File: src/rtl/twc_pkg.sv
// Purpose: Constants and types for the timer/watchdog counter block
// Assumes: APB slave, 32-bit data, one register per aligned word
// Notes: Register map is word aligned from offset 0x00
package twc_pkg;
	localparam logic [7:0] TWC_OFF_CNT_HI = 8'h00;
	localparam logic [7:0] TWC_OFF_CNT_LO = 8'h04;
	localparam logic [7:0] TWC_OFF_PRESC = 8'h08;
	localparam logic [7:0] TWC_OFF_CTRL = 8'h0c;
	localparam logic [7:0] TWC_OFF_STAT = 8'h10;
	localparam logic [7:0] TWC_RST_HI = 8'hff;
	localparam logic [7:0] TWC_RST_LO = 8'hff;
	localparam logic [7:0] TWC_RST_PRESC = 8'hff;
	localparam logic [7:0] TWC_RST_CTRL = 8'h12;
	// Control register bit positions
	localparam int TWC_B_RUN = 7;
	localparam int TWC_B_SINGLE = 6;
	localparam int TWC_B_MD1 = 5;
	localparam int TWC_B_MD2 = 4;
	localparam int TWC_B_EXTERNAL_INPUT_ENABLE = 3;
	localparam int TWC_B_OSTYLE = 2;
	localparam int TWC_B_SWLVL = 1;
	localparam int TWC_B_OEN = 0;
	// Status register bit positions
	localparam int TWC_S_EVT = 0;
	localparam int TWC_S_WDG = 1;
	localparam int TWC_S_OUT = 2;
	localparam logic [1:0] TWC_DIV4_LAST = 2'h3;
	localparam logic [15:0] TWC_CNT_ZERO = 16'h0000;
	localparam logic [7:0] TWC_PRE_ZERO = 8'h00;
	typedef enum logic [1:0]
	{
		TWC_IN_EVENT = 2'b00,
		TWC_IN_GATED = 2'b01,
		TWC_IN_TRIG = 2'b10,
		TWC_IN_RETRIG = 2'b11
	} twc_inmode_e;
	typedef struct packed
	{
		logic [15:0] cnt;
		logic [15:0] konst;
		logic konst_new;
		logic [7:0] presc;
		logic [7:0] presc_k;
		logic [7:0] ctrl;
		logic [1:0] div4;
		logic armed;
		logic out;
		logic evt;
		logic pin_s1;
		logic pin_s2;
		logic pin_d;
		logic [31:0] prdata;
	} twc_state_s;
endpackage

File: src/rtl/twc_timer.sv
// Purpose: Programmable timer/counter with prescaler and output pin
// Assumes: Single clock, synchronous reset, APB register access
// Notes: Watchdog reset generation and reload sequence are not here
//
// Implementation choices: the register offsets and the APB interface to the registers.
`timescale 1ns/1ns
module twc_timer
	import twc_pkg::*;
(
	input wire logic SYS_CLK,
	input wire logic SYS_RST,
	input wire logic CLK_EN,
	input wire logic PSEL,
	input wire logic PENABLE,
	input wire logic PWRITE,
	input wire logic [7:0] PADDR,
	input wire logic [31:0] PWDATA,
	output logic [31:0] PRDATA,
	output logic PREADY,
	output logic PSLVERR,
	input wire logic WATCHDOG_EN,
	input wire logic TIMER_INPUT_PIN,
	output logic TIMER_OUTPUT_PIN,
	output logic END_COUNT_EVT
);
	twc_state_s s_r;
	twc_state_s s_nxt;
	logic wr;
	logic rd;
	logic hit;
	logic fall;
	logic run;
	logic tick;
	logic step;
	logic eoc;
	logic restart;
	logic start;
	logic [1:0] md;

	function automatic logic addr_ok(input logic [7:0] a);
		addr_ok = (a == TWC_OFF_CNT_HI) || (a == TWC_OFF_CNT_LO) || (a == TWC_OFF_PRESC)
			|| (a == TWC_OFF_CTRL) || (a == TWC_OFF_STAT);
	endfunction

	// A frozen block cannot take a write, so it holds the access off
	assign PREADY = CLK_EN;
	assign wr = PSEL && PENABLE && PWRITE && CLK_EN;
	// Read data captured from setup on, so it stands at the ready edge
	assign rd = PSEL && !PWRITE && CLK_EN;
	assign hit = addr_ok(PADDR);
	assign PSLVERR = PSEL && PENABLE && !hit;
	assign PRDATA = s_r.prdata;
	assign TIMER_OUTPUT_PIN = s_r.out;
	assign END_COUNT_EVT = s_r.evt;
	assign md = {s_r.ctrl[TWC_B_MD1], s_r.ctrl[TWC_B_MD2]};

	always_comb
	begin
		s_nxt = s_r;
		s_nxt.evt = 1'b0;
		s_nxt.pin_s1 = TIMER_INPUT_PIN;
		s_nxt.pin_s2 = s_r.pin_s1;
		s_nxt.pin_d = s_r.pin_s2;
		fall = s_r.pin_d && !s_r.pin_s2;
		run = s_r.ctrl[TWC_B_RUN] || WATCHDOG_EN;
		start = 1'b0;
		restart = 1'b0;
		// Internal time base is clock/4
		s_nxt.div4 = s_r.div4 + 2'h1;
		tick = (s_r.div4 == TWC_DIV4_LAST);
		if (!run)
		begin
			step = 1'b0;
			s_nxt.armed = 1'b0;
		end
		else if (s_r.ctrl[TWC_B_EXTERNAL_INPUT_ENABLE] && !WATCHDOG_EN)
		begin
			unique case (md)
				TWC_IN_EVENT: step = fall;
				TWC_IN_GATED: step = tick && s_r.pin_s2;
				TWC_IN_TRIG:
				begin
					// Armed by first falling edge after run is set
					if (fall)
						s_nxt.armed = 1'b1;
					step = tick && s_r.armed;
				end
				TWC_IN_RETRIG:
				begin
					step = tick && !fall;
					restart = fall;
				end
			endcase
		end
		else
			step = tick;
		// Prescaler divides by presc_k + 1
		tick = 1'b0;
		eoc = 1'b0;
		if (restart)
		begin
			s_nxt.cnt = s_r.konst;
			s_nxt.presc = s_r.presc_k;
			s_nxt.konst_new = 1'b0;
		end
		else if (step)
		begin
			if (s_r.presc == TWC_PRE_ZERO)
			begin
				s_nxt.presc = s_r.presc_k;
				if (s_r.cnt == TWC_CNT_ZERO)
					eoc = 1'b1;
				else
					s_nxt.cnt = s_r.cnt - 16'h0001;
			end
			else
				s_nxt.presc = s_r.presc - 8'h01;
		end
		if (eoc)
		begin
			s_nxt.evt = 1'b1;
			s_nxt.cnt = s_r.konst;
			s_nxt.konst_new = 1'b0;
			if (s_r.ctrl[TWC_B_SINGLE] && !WATCHDOG_EN)
				s_nxt.ctrl[TWC_B_RUN] = 1'b0;
			if (s_r.ctrl[TWC_B_OSTYLE])
				s_nxt.out = s_r.ctrl[TWC_B_SWLVL];
			else
				s_nxt.out = !s_r.out;
		end
		if (!s_r.ctrl[TWC_B_OEN])
			s_nxt.out = 1'b1;
		// Register writes
		if (wr && PADDR == TWC_OFF_CNT_HI)
		begin
			s_nxt.konst[15:8] = PWDATA[7:0];
			s_nxt.konst_new = 1'b1;
		end
		if (wr && PADDR == TWC_OFF_CNT_LO)
		begin
			s_nxt.konst[7:0] = PWDATA[7:0];
			s_nxt.konst_new = 1'b1;
		end
		if (wr && PADDR == TWC_OFF_PRESC)
		begin
			s_nxt.presc_k = PWDATA[7:0];
			s_nxt.presc = PWDATA[7:0];
		end
		if (wr && PADDR == TWC_OFF_CTRL)
		begin
			// Run and mode bits land in the same write
			s_nxt.ctrl = PWDATA[7:0];
			start = PWDATA[TWC_B_RUN] && !s_r.ctrl[TWC_B_RUN];
			if (eoc && s_r.ctrl[TWC_B_SINGLE] && !PWDATA[TWC_B_RUN])
				s_nxt.ctrl[TWC_B_RUN] = 1'b0;
		end
		// A stopped counter picks up a new constant when started
		if (start && s_r.konst_new && !WATCHDOG_EN)
		begin
			s_nxt.cnt = s_r.konst;
			s_nxt.konst_new = 1'b0;
		end
		if (rd)
		begin
			s_nxt.prdata = 32'h00000000;
			unique case (PADDR)
				TWC_OFF_CNT_HI: s_nxt.prdata[7:0] = s_r.cnt[15:8];
				TWC_OFF_CNT_LO: s_nxt.prdata[7:0] = s_r.cnt[7:0];
				TWC_OFF_PRESC: s_nxt.prdata[7:0] = s_r.presc_k;
				TWC_OFF_CTRL: s_nxt.prdata[7:0] = s_r.ctrl;
				TWC_OFF_STAT:
				begin
					s_nxt.prdata[TWC_S_EVT] = s_r.konst_new;
					s_nxt.prdata[TWC_S_WDG] = WATCHDOG_EN;
					s_nxt.prdata[TWC_S_OUT] = s_r.out;
				end
				default: s_nxt.prdata = 32'h00000000;
			endcase
		end
	end

	always_ff @(posedge SYS_CLK)
	begin
		if (SYS_RST)
		begin
			s_r <= '0;
			s_r.cnt <= {TWC_RST_HI, TWC_RST_LO};
			s_r.konst <= {TWC_RST_HI, TWC_RST_LO};
			s_r.presc <= TWC_RST_PRESC;
			s_r.presc_k <= TWC_RST_PRESC;
			s_r.ctrl <= TWC_RST_CTRL;
			s_r.out <= 1'b1;
			s_r.pin_s1 <= 1'b1;
			s_r.pin_s2 <= 1'b1;
			s_r.pin_d <= 1'b1;
		end
		else if (CLK_EN)
			s_r <= s_nxt;
	end
endmodule

File: config.mk
export PLATFORM = sky130hd
export DESIGN_NAME = twc_timer
export DESIGN_NICKNAME = d
export VERILOG_FILES = /design/src/rtl/twc_pkg.sv /design/src/rtl/twc_timer.sv
export SDC_FILE = /design/constraint.sdc
export NUM_CORES = 1
export LEC_CHECK = 0
export BUFFER_PORTS_ARGS = -buffer_cell sky130_fd_sc_hd__buf_2
export CAP_MARGIN = 10
export CORE_MARGIN = 5
export CORE_UTILIZATION = 59
export CTS_CLUSTER_DIAMETER = 100
export CTS_CLUSTER_SIZE = 28
export DETAILED_ROUTE_END_ITERATION = 8
export PLACE_DENSITY_LB_ADDON = 0.05
export SYNTH_ARGS = -nofsm -noshare
export SYNTH_HDL_FRONTEND = slang
export SYNTH_SLANG_ARGS = --single-unit
File: constraint.sdc
create_clock -name SYS_CLK -period 4.84 [get_ports SYS_CLK]
set_input_delay 0.968 -clock SYS_CLK [delete_from_list [all_inputs] [get_ports SYS_CLK]]
set_output_delay 0.968 -clock SYS_CLK [all_outputs]
set_load 0.02 [all_outputs]
# ---- Word-level counts from Yosys, hierarchy flattened
# Index checks and enable logic that the tools add are counted.
dict set report totals {
  regBits 73
  mem_bits_rw 0
  mem_bits_ro 0
  latchBits 0
  in_bits 48
  n_memories 0
  word_cells 126
}
dict set report classes {
  order_cmp 0
  reduce_logical 55
  n_mul 0
  bitwise 0
  n_eq_ne 13
  add_sub_neg 3
  div_mod_pow 0
  n_shift 0
  mux 39
}
# op n
set op_table {}
lappend op_table {{two-way mux 16 bit} 7}
lappend op_table {{two-way mux 8 bit} 4}
lappend op_table {{two-way mux 1 bit} 24}
lappend op_table {{logical AND 1 bit} 21}
lappend op_table {{case mux 5 bit (4 select lines)} 1}
lappend op_table {{equality test 8 x 4 -> 1 bit (second input constant)} 2}
lappend op_table {{logical NOT 16 bit} 1}
lappend op_table {{logical NOT 8 bit} 2}
lappend op_table {{AND reduction 2 bit} 8}
lappend op_table {{subtractor 16 x 1 -> 16 bit (second input constant)} 1}
lappend op_table {{case mux 3 bit (5 select lines)} 1}
lappend op_table {{equality test 8 x 3 -> 1 bit (second input constant)} 1}
lappend op_table {{equality test 8 x 5 -> 1 bit (second input constant)} 1}
lappend op_table {{logical NOT 1 bit} 8}
lappend op_table {{AND reduction 4 bit} 2}
lappend op_table {{nonzero test 4 bit} 2}
lappend op_table {{subtractor 8 x 1 -> 8 bit (second input constant)} 1}
lappend op_table {{equality test 2 bit (second input constant)} 3}
lappend op_table {{!= test 2 x 1 -> 1 bit (second input constant)} 3}
lappend op_table {{logical OR 1 bit} 5}
lappend op_table {{nonzero test 5 bit} 1}
lappend op_table {{!= test 4 x 3 -> 1 bit (second input constant)} 1}
lappend op_table {{case mux 1 bit (4 select lines)} 1}
lappend op_table {{nonzero test 2 bit} 2}
lappend op_table {{other kinds (7)} 7}

# ---- Longest topological paths before layout
dict set report logic_depth {
  ltp_word 13
  depth_mapped 10
}

# ---- Least setup slack after synthesis
# OpenSTA, ideal clock, no wires.
dict set report synth_timing {
  path_kind {input -> output}
  from {in PADDR[1]}
  to {out PSLVERR}
  arrival_time_ps 1956
  path_stages 3
  t_required_ps 3872
  path_slack_ps 1916
  cell_sequence {nor4_1 > and4b_1 > and4b_1}
}
dict set report synth_between {
  elab_chain_len 7
  word_cells_on_any_way 11
  classes_between {4 x eq/ne; 7 x reduce/logical}
}
# element line_no
set synth_lines {}
lappend synth_lines {{start, declared} twc_timer.sv:16} ;# input wire logic [7:0] PADDR,
lappend synth_lines {{equality test 8 x 3 -> 1 bit / logical NOT 8 bit (equally long branches)} twc_timer.sv:41} ;# addr_ok = (a == TWC_OFF_CNT_HI) || (a == TWC_OFF_CNT_LO) || (a == TWC_OFF_PRESC)
lappend synth_lines {{logical OR 1 bit (2 in series)} twc_timer.sv:41}
lappend synth_lines {{logical OR 1 bit} twc_timer.sv:42} ;# || (a == TWC_OFF_CTRL) || (a == TWC_OFF_STAT);
lappend synth_lines {{logical OR 1 bit *} twc_timer.sv:42}
lappend synth_lines {{logical NOT 1 bit *} twc_timer.sv:51} ;# assign PSLVERR = PSEL && PENABLE && !hit;
lappend synth_lines {{logical AND 1 bit *} twc_timer.sv:51}
lappend synth_lines {{end, declared} twc_timer.sv:20} ;# output logic PSLVERR,
# Mark *: on every way between the ends. The rest lies on a longest branch, timed or not.

# ---- Worst setup path in the final report
# Same ends and word-level chain as after synthesis.

==> flow_metrics.env <==
export IMPL_status="finished clean"
export IMPL_yosysSeqAreaShare=0.362
export IMPL_drt_first_pass_iters=5
export IMPL_overflow=0
export IMPL_route_detailed_drc=0
export IMPL_die_area_mm2=0.00860
export IMPL_floorplan_initialDensity=0.601
export IMPL_synth_ff_type="dfxtp_1"
export IMPL_cp_start_kind="input port"
export IMPL_rows=30
export IMPL_nFillCells=580
export IMPL_hold_class="reg2reg"
export IMPL_drive_gt1_frac=0.167
export IMPL_max_freq_mhz=306
export IMPL_cts_made_buffers=9
export IMPL_initialDrtViolationCount=322
export IMPL_worstSetupPathType="in2out"
export IMPL_crit_required_ns=3.87
export IMPL_routedWlPerCell_um=18.1
export IMPL_final_antenna_net_count=0
export IMPL_seq_area_mm2=0.00146
export IMPL_crit_fanout=4
export IMPL_routed_via_count=3480
export IMPL_setup_viol=0
export IMPL_p_leak_nw=1.68
export IMPL_drt_total_wl_um=10200
export IMPL_cap_violations=0
export IMPL_multi_input_area_mm2=0.00226
export IMPL_irDropWorstVdd_uv=150
export IMPL_slew_headroom=0.360
export IMPL_rsz0062_at_grt="false"
export IMPL_die_w_um=92.7
export IMPL_synth_edf_count=0
export IMPL_n_antenna_cell=0
export IMPL_setup_tns_ns=0
export IMPL_finish_utilization=0.641
export IMPL_nNetsFinal=532
export IMPL_yosysUniqueCellTypes=65
export IMPL_place_congestion=0.879
export IMPL_critPathArrivalTime_ns=2.30
export IMPL_slew_violations=0
export IMPL_min_period_over_period=0.675
export IMPL_skew_ns=0.00813
export IMPL_hpwl_um=7180
export IMPL_hold_slack_ns=0.466
export IMPL_synthesis_instances=463
export IMPL_cts_sinks=73
export IMPL_min_from="END_COUNT_EVT"
export IMPL_grt_pass1_vias=3249
export IMPL_ys_warn_count=0
export IMPL_htreeDepth=3
export IMPL_port_buffers=35
export IMPL_core_region_area_mm2=0.00672
export IMPL_clock_path_buffers=2
export IMPL_rr_startpoint="s_r[56]"
export IMPL_syn_area_per_cell_um2=8.72
export IMPL_io_pins=84
export IMPL_area_growth_pct=6.69
export IMPL_ys_seq_elements=73
export IMPL_cts_root_buf="clkbuf_8"
export IMPL_clk_latency_ns=0.35
export IMPL_ctsHoldBuffers=0
export IMPL_synthArstFlopShare=0
export IMPL_vias_per_cell=6.16
export IMPL_grt_use_total=0.247
export IMPL_pwr_density_cell_mw_per_mm2=296
export IMPL_synth_area_mm2=0.00404
export IMPL_dieHeight_um=92.7
export IMPL_worst_pin_slew_ns=0.954
export IMPL_clk_pin_slew_ns=0.08
export IMPL_end_kind="primary output"
export IMPL_cts_tree="done"
export IMPL_crit_path_start="PADDR[1]"
export IMPL_cts_setup_buffers=0
export IMPL_hold_viol=0
export IMPL_layout_min_cycle_time_ns=3.27
export IMPL_grt_pass1_wl_um=16700
export IMPL_post_cts_resized=0
export IMPL_antenna_found_initial=1
export IMPL_grt_start_max_net_pins=49
==> through the flow <==
stage	setup slack, ns	instance area (µm²)	std cells	total power (W)
floorplan	1.92	4130	486	0.000690
global placement	1.36	4070	549	0.000699
detailed placement	1.38	4070	549	0.000700
CTS	1.60	4310	565	0.00128
global route	1.43	4310	565	0.00132
finish	1.57	4310	565	0.00128
==> placed cells by master (no fill, tap or decap), types with 4 or more instances in the layout <==
cell type	instances
o211ai_1	11
mux4_2	5
nor2_1	48
o32a_1	6
o21ai_0	11
dfxtp_1	73
a221oi_1	4
conb_1	24
nand3_1	8
ha_1	4
xnor2_1	4
a31oi_1	5
a21oi_1	26
mux2_2	5
nand2_1	61
buf_2	35
clkbuf_8	10
mux2i_1	37
nor3_1	12
a22oi_1	12
inv_1	13
==> registers in the layout, summed over array words and instances (netlist names) <==
name              count
s_nxt                 2
md                    2
s_r                  59
PRDATA                8
END_COUNT_EVT         1
TIMER_OUTPUT_PIN      1
==> worst paths after layout <==
kind | to | slack [ns] | cells past startpoint
max | PSLVERR | 1.57 | 5
min | END_COUNT_EVT | 0.47 | 2
max reg2reg | s_r[85] | 2.17 | 8
min reg2reg | END_COUNT_EVT | 0.47 | 2
==> critical path, stage by stage <==
cell and delay (ns):
buf_2 0.10, nor4_1 0.51, and4b_1 0.36, and4b_1 0.21, buf_2 0.15
==> cells by family after synthesis <==
group / synth area share
other cells: 0.000928
xor+xnor: 0.0108
simple gates: 0.204
mux: 0.137
buf+inv: 0.101
flops: 0.362
fa+ha+maj: 0.0124
compound gates: 0.172
==> layer usage <==
layer  global-route usage  vias up  share of wire
met2                0.397      142           0.45
li1                     -     1661              -
met5                    0        -         0.0013
met1                0.337     1654           0.45
met3               0.0414       21          0.079
met4               0.0855        2          0.020
==> synthesized netlist by cell type (3+ instances only) <==
| cell type | number | area, µm² |
|---|---|---|
| a211oi_1 | 3 | 22.5 |
| a21oi_1 | 26 | 130 |
| a221oi_1 | 4 | 35.0 |
| a22oi_1 | 12 | 90.1 |
| a31oi_1 | 5 | 31.3 |
| buf_1 | 3 | 11.3 |
| buf_4 | 33 | 248 |
| clkbuf_1 | 14 | 52.6 |
| dfxtp_1 | 73 | 1460 |
| ha_1 | 4 | 50.1 |
| inv_1 | 13 | 48.8 |
| mux2_2 | 5 | 56.3 |
| mux2i_1 | 37 | 370 |
| mux4_2 | 5 | 113 |
| nand2_1 | 61 | 229 |
| nand3_1 | 8 | 40.0 |
| nand4_1 | 3 | 18.8 |
| nor2_1 | 48 | 180 |
| nor3_1 | 12 | 60.1 |
| nor4_1 | 3 | 18.8 |
| o211ai_1 | 11 | 82.6 |
| o21a_1 | 3 | 22.5 |
| o21ai_0 | 11 | 55.1 |
| o221ai_1 | 3 | 26.3 |
| o32a_1 | 6 | 60.1 |
| xnor2_1 | 4 | 35.0 |
==> report_power, final <==
part	total, W	internal, W	switching (W)
logic	0.0000808	0.0000220	0.0000588
registers	0.000607	0.000604	0.00000259
clock network	0.000588	0.000356	0.000232
==> layout make-up <==
type,count,area share
Clock buffer,11,0.0328
Inverter,13,0.0113
Tap cell,80,0.0232
Sequential cell,73,0.339
Multi-Input combinational cell,345,0.524
Clock inverter,5,0.0238
Timing Repair Buffer,38,0.0459
Power figures use the tool's default switching activity.
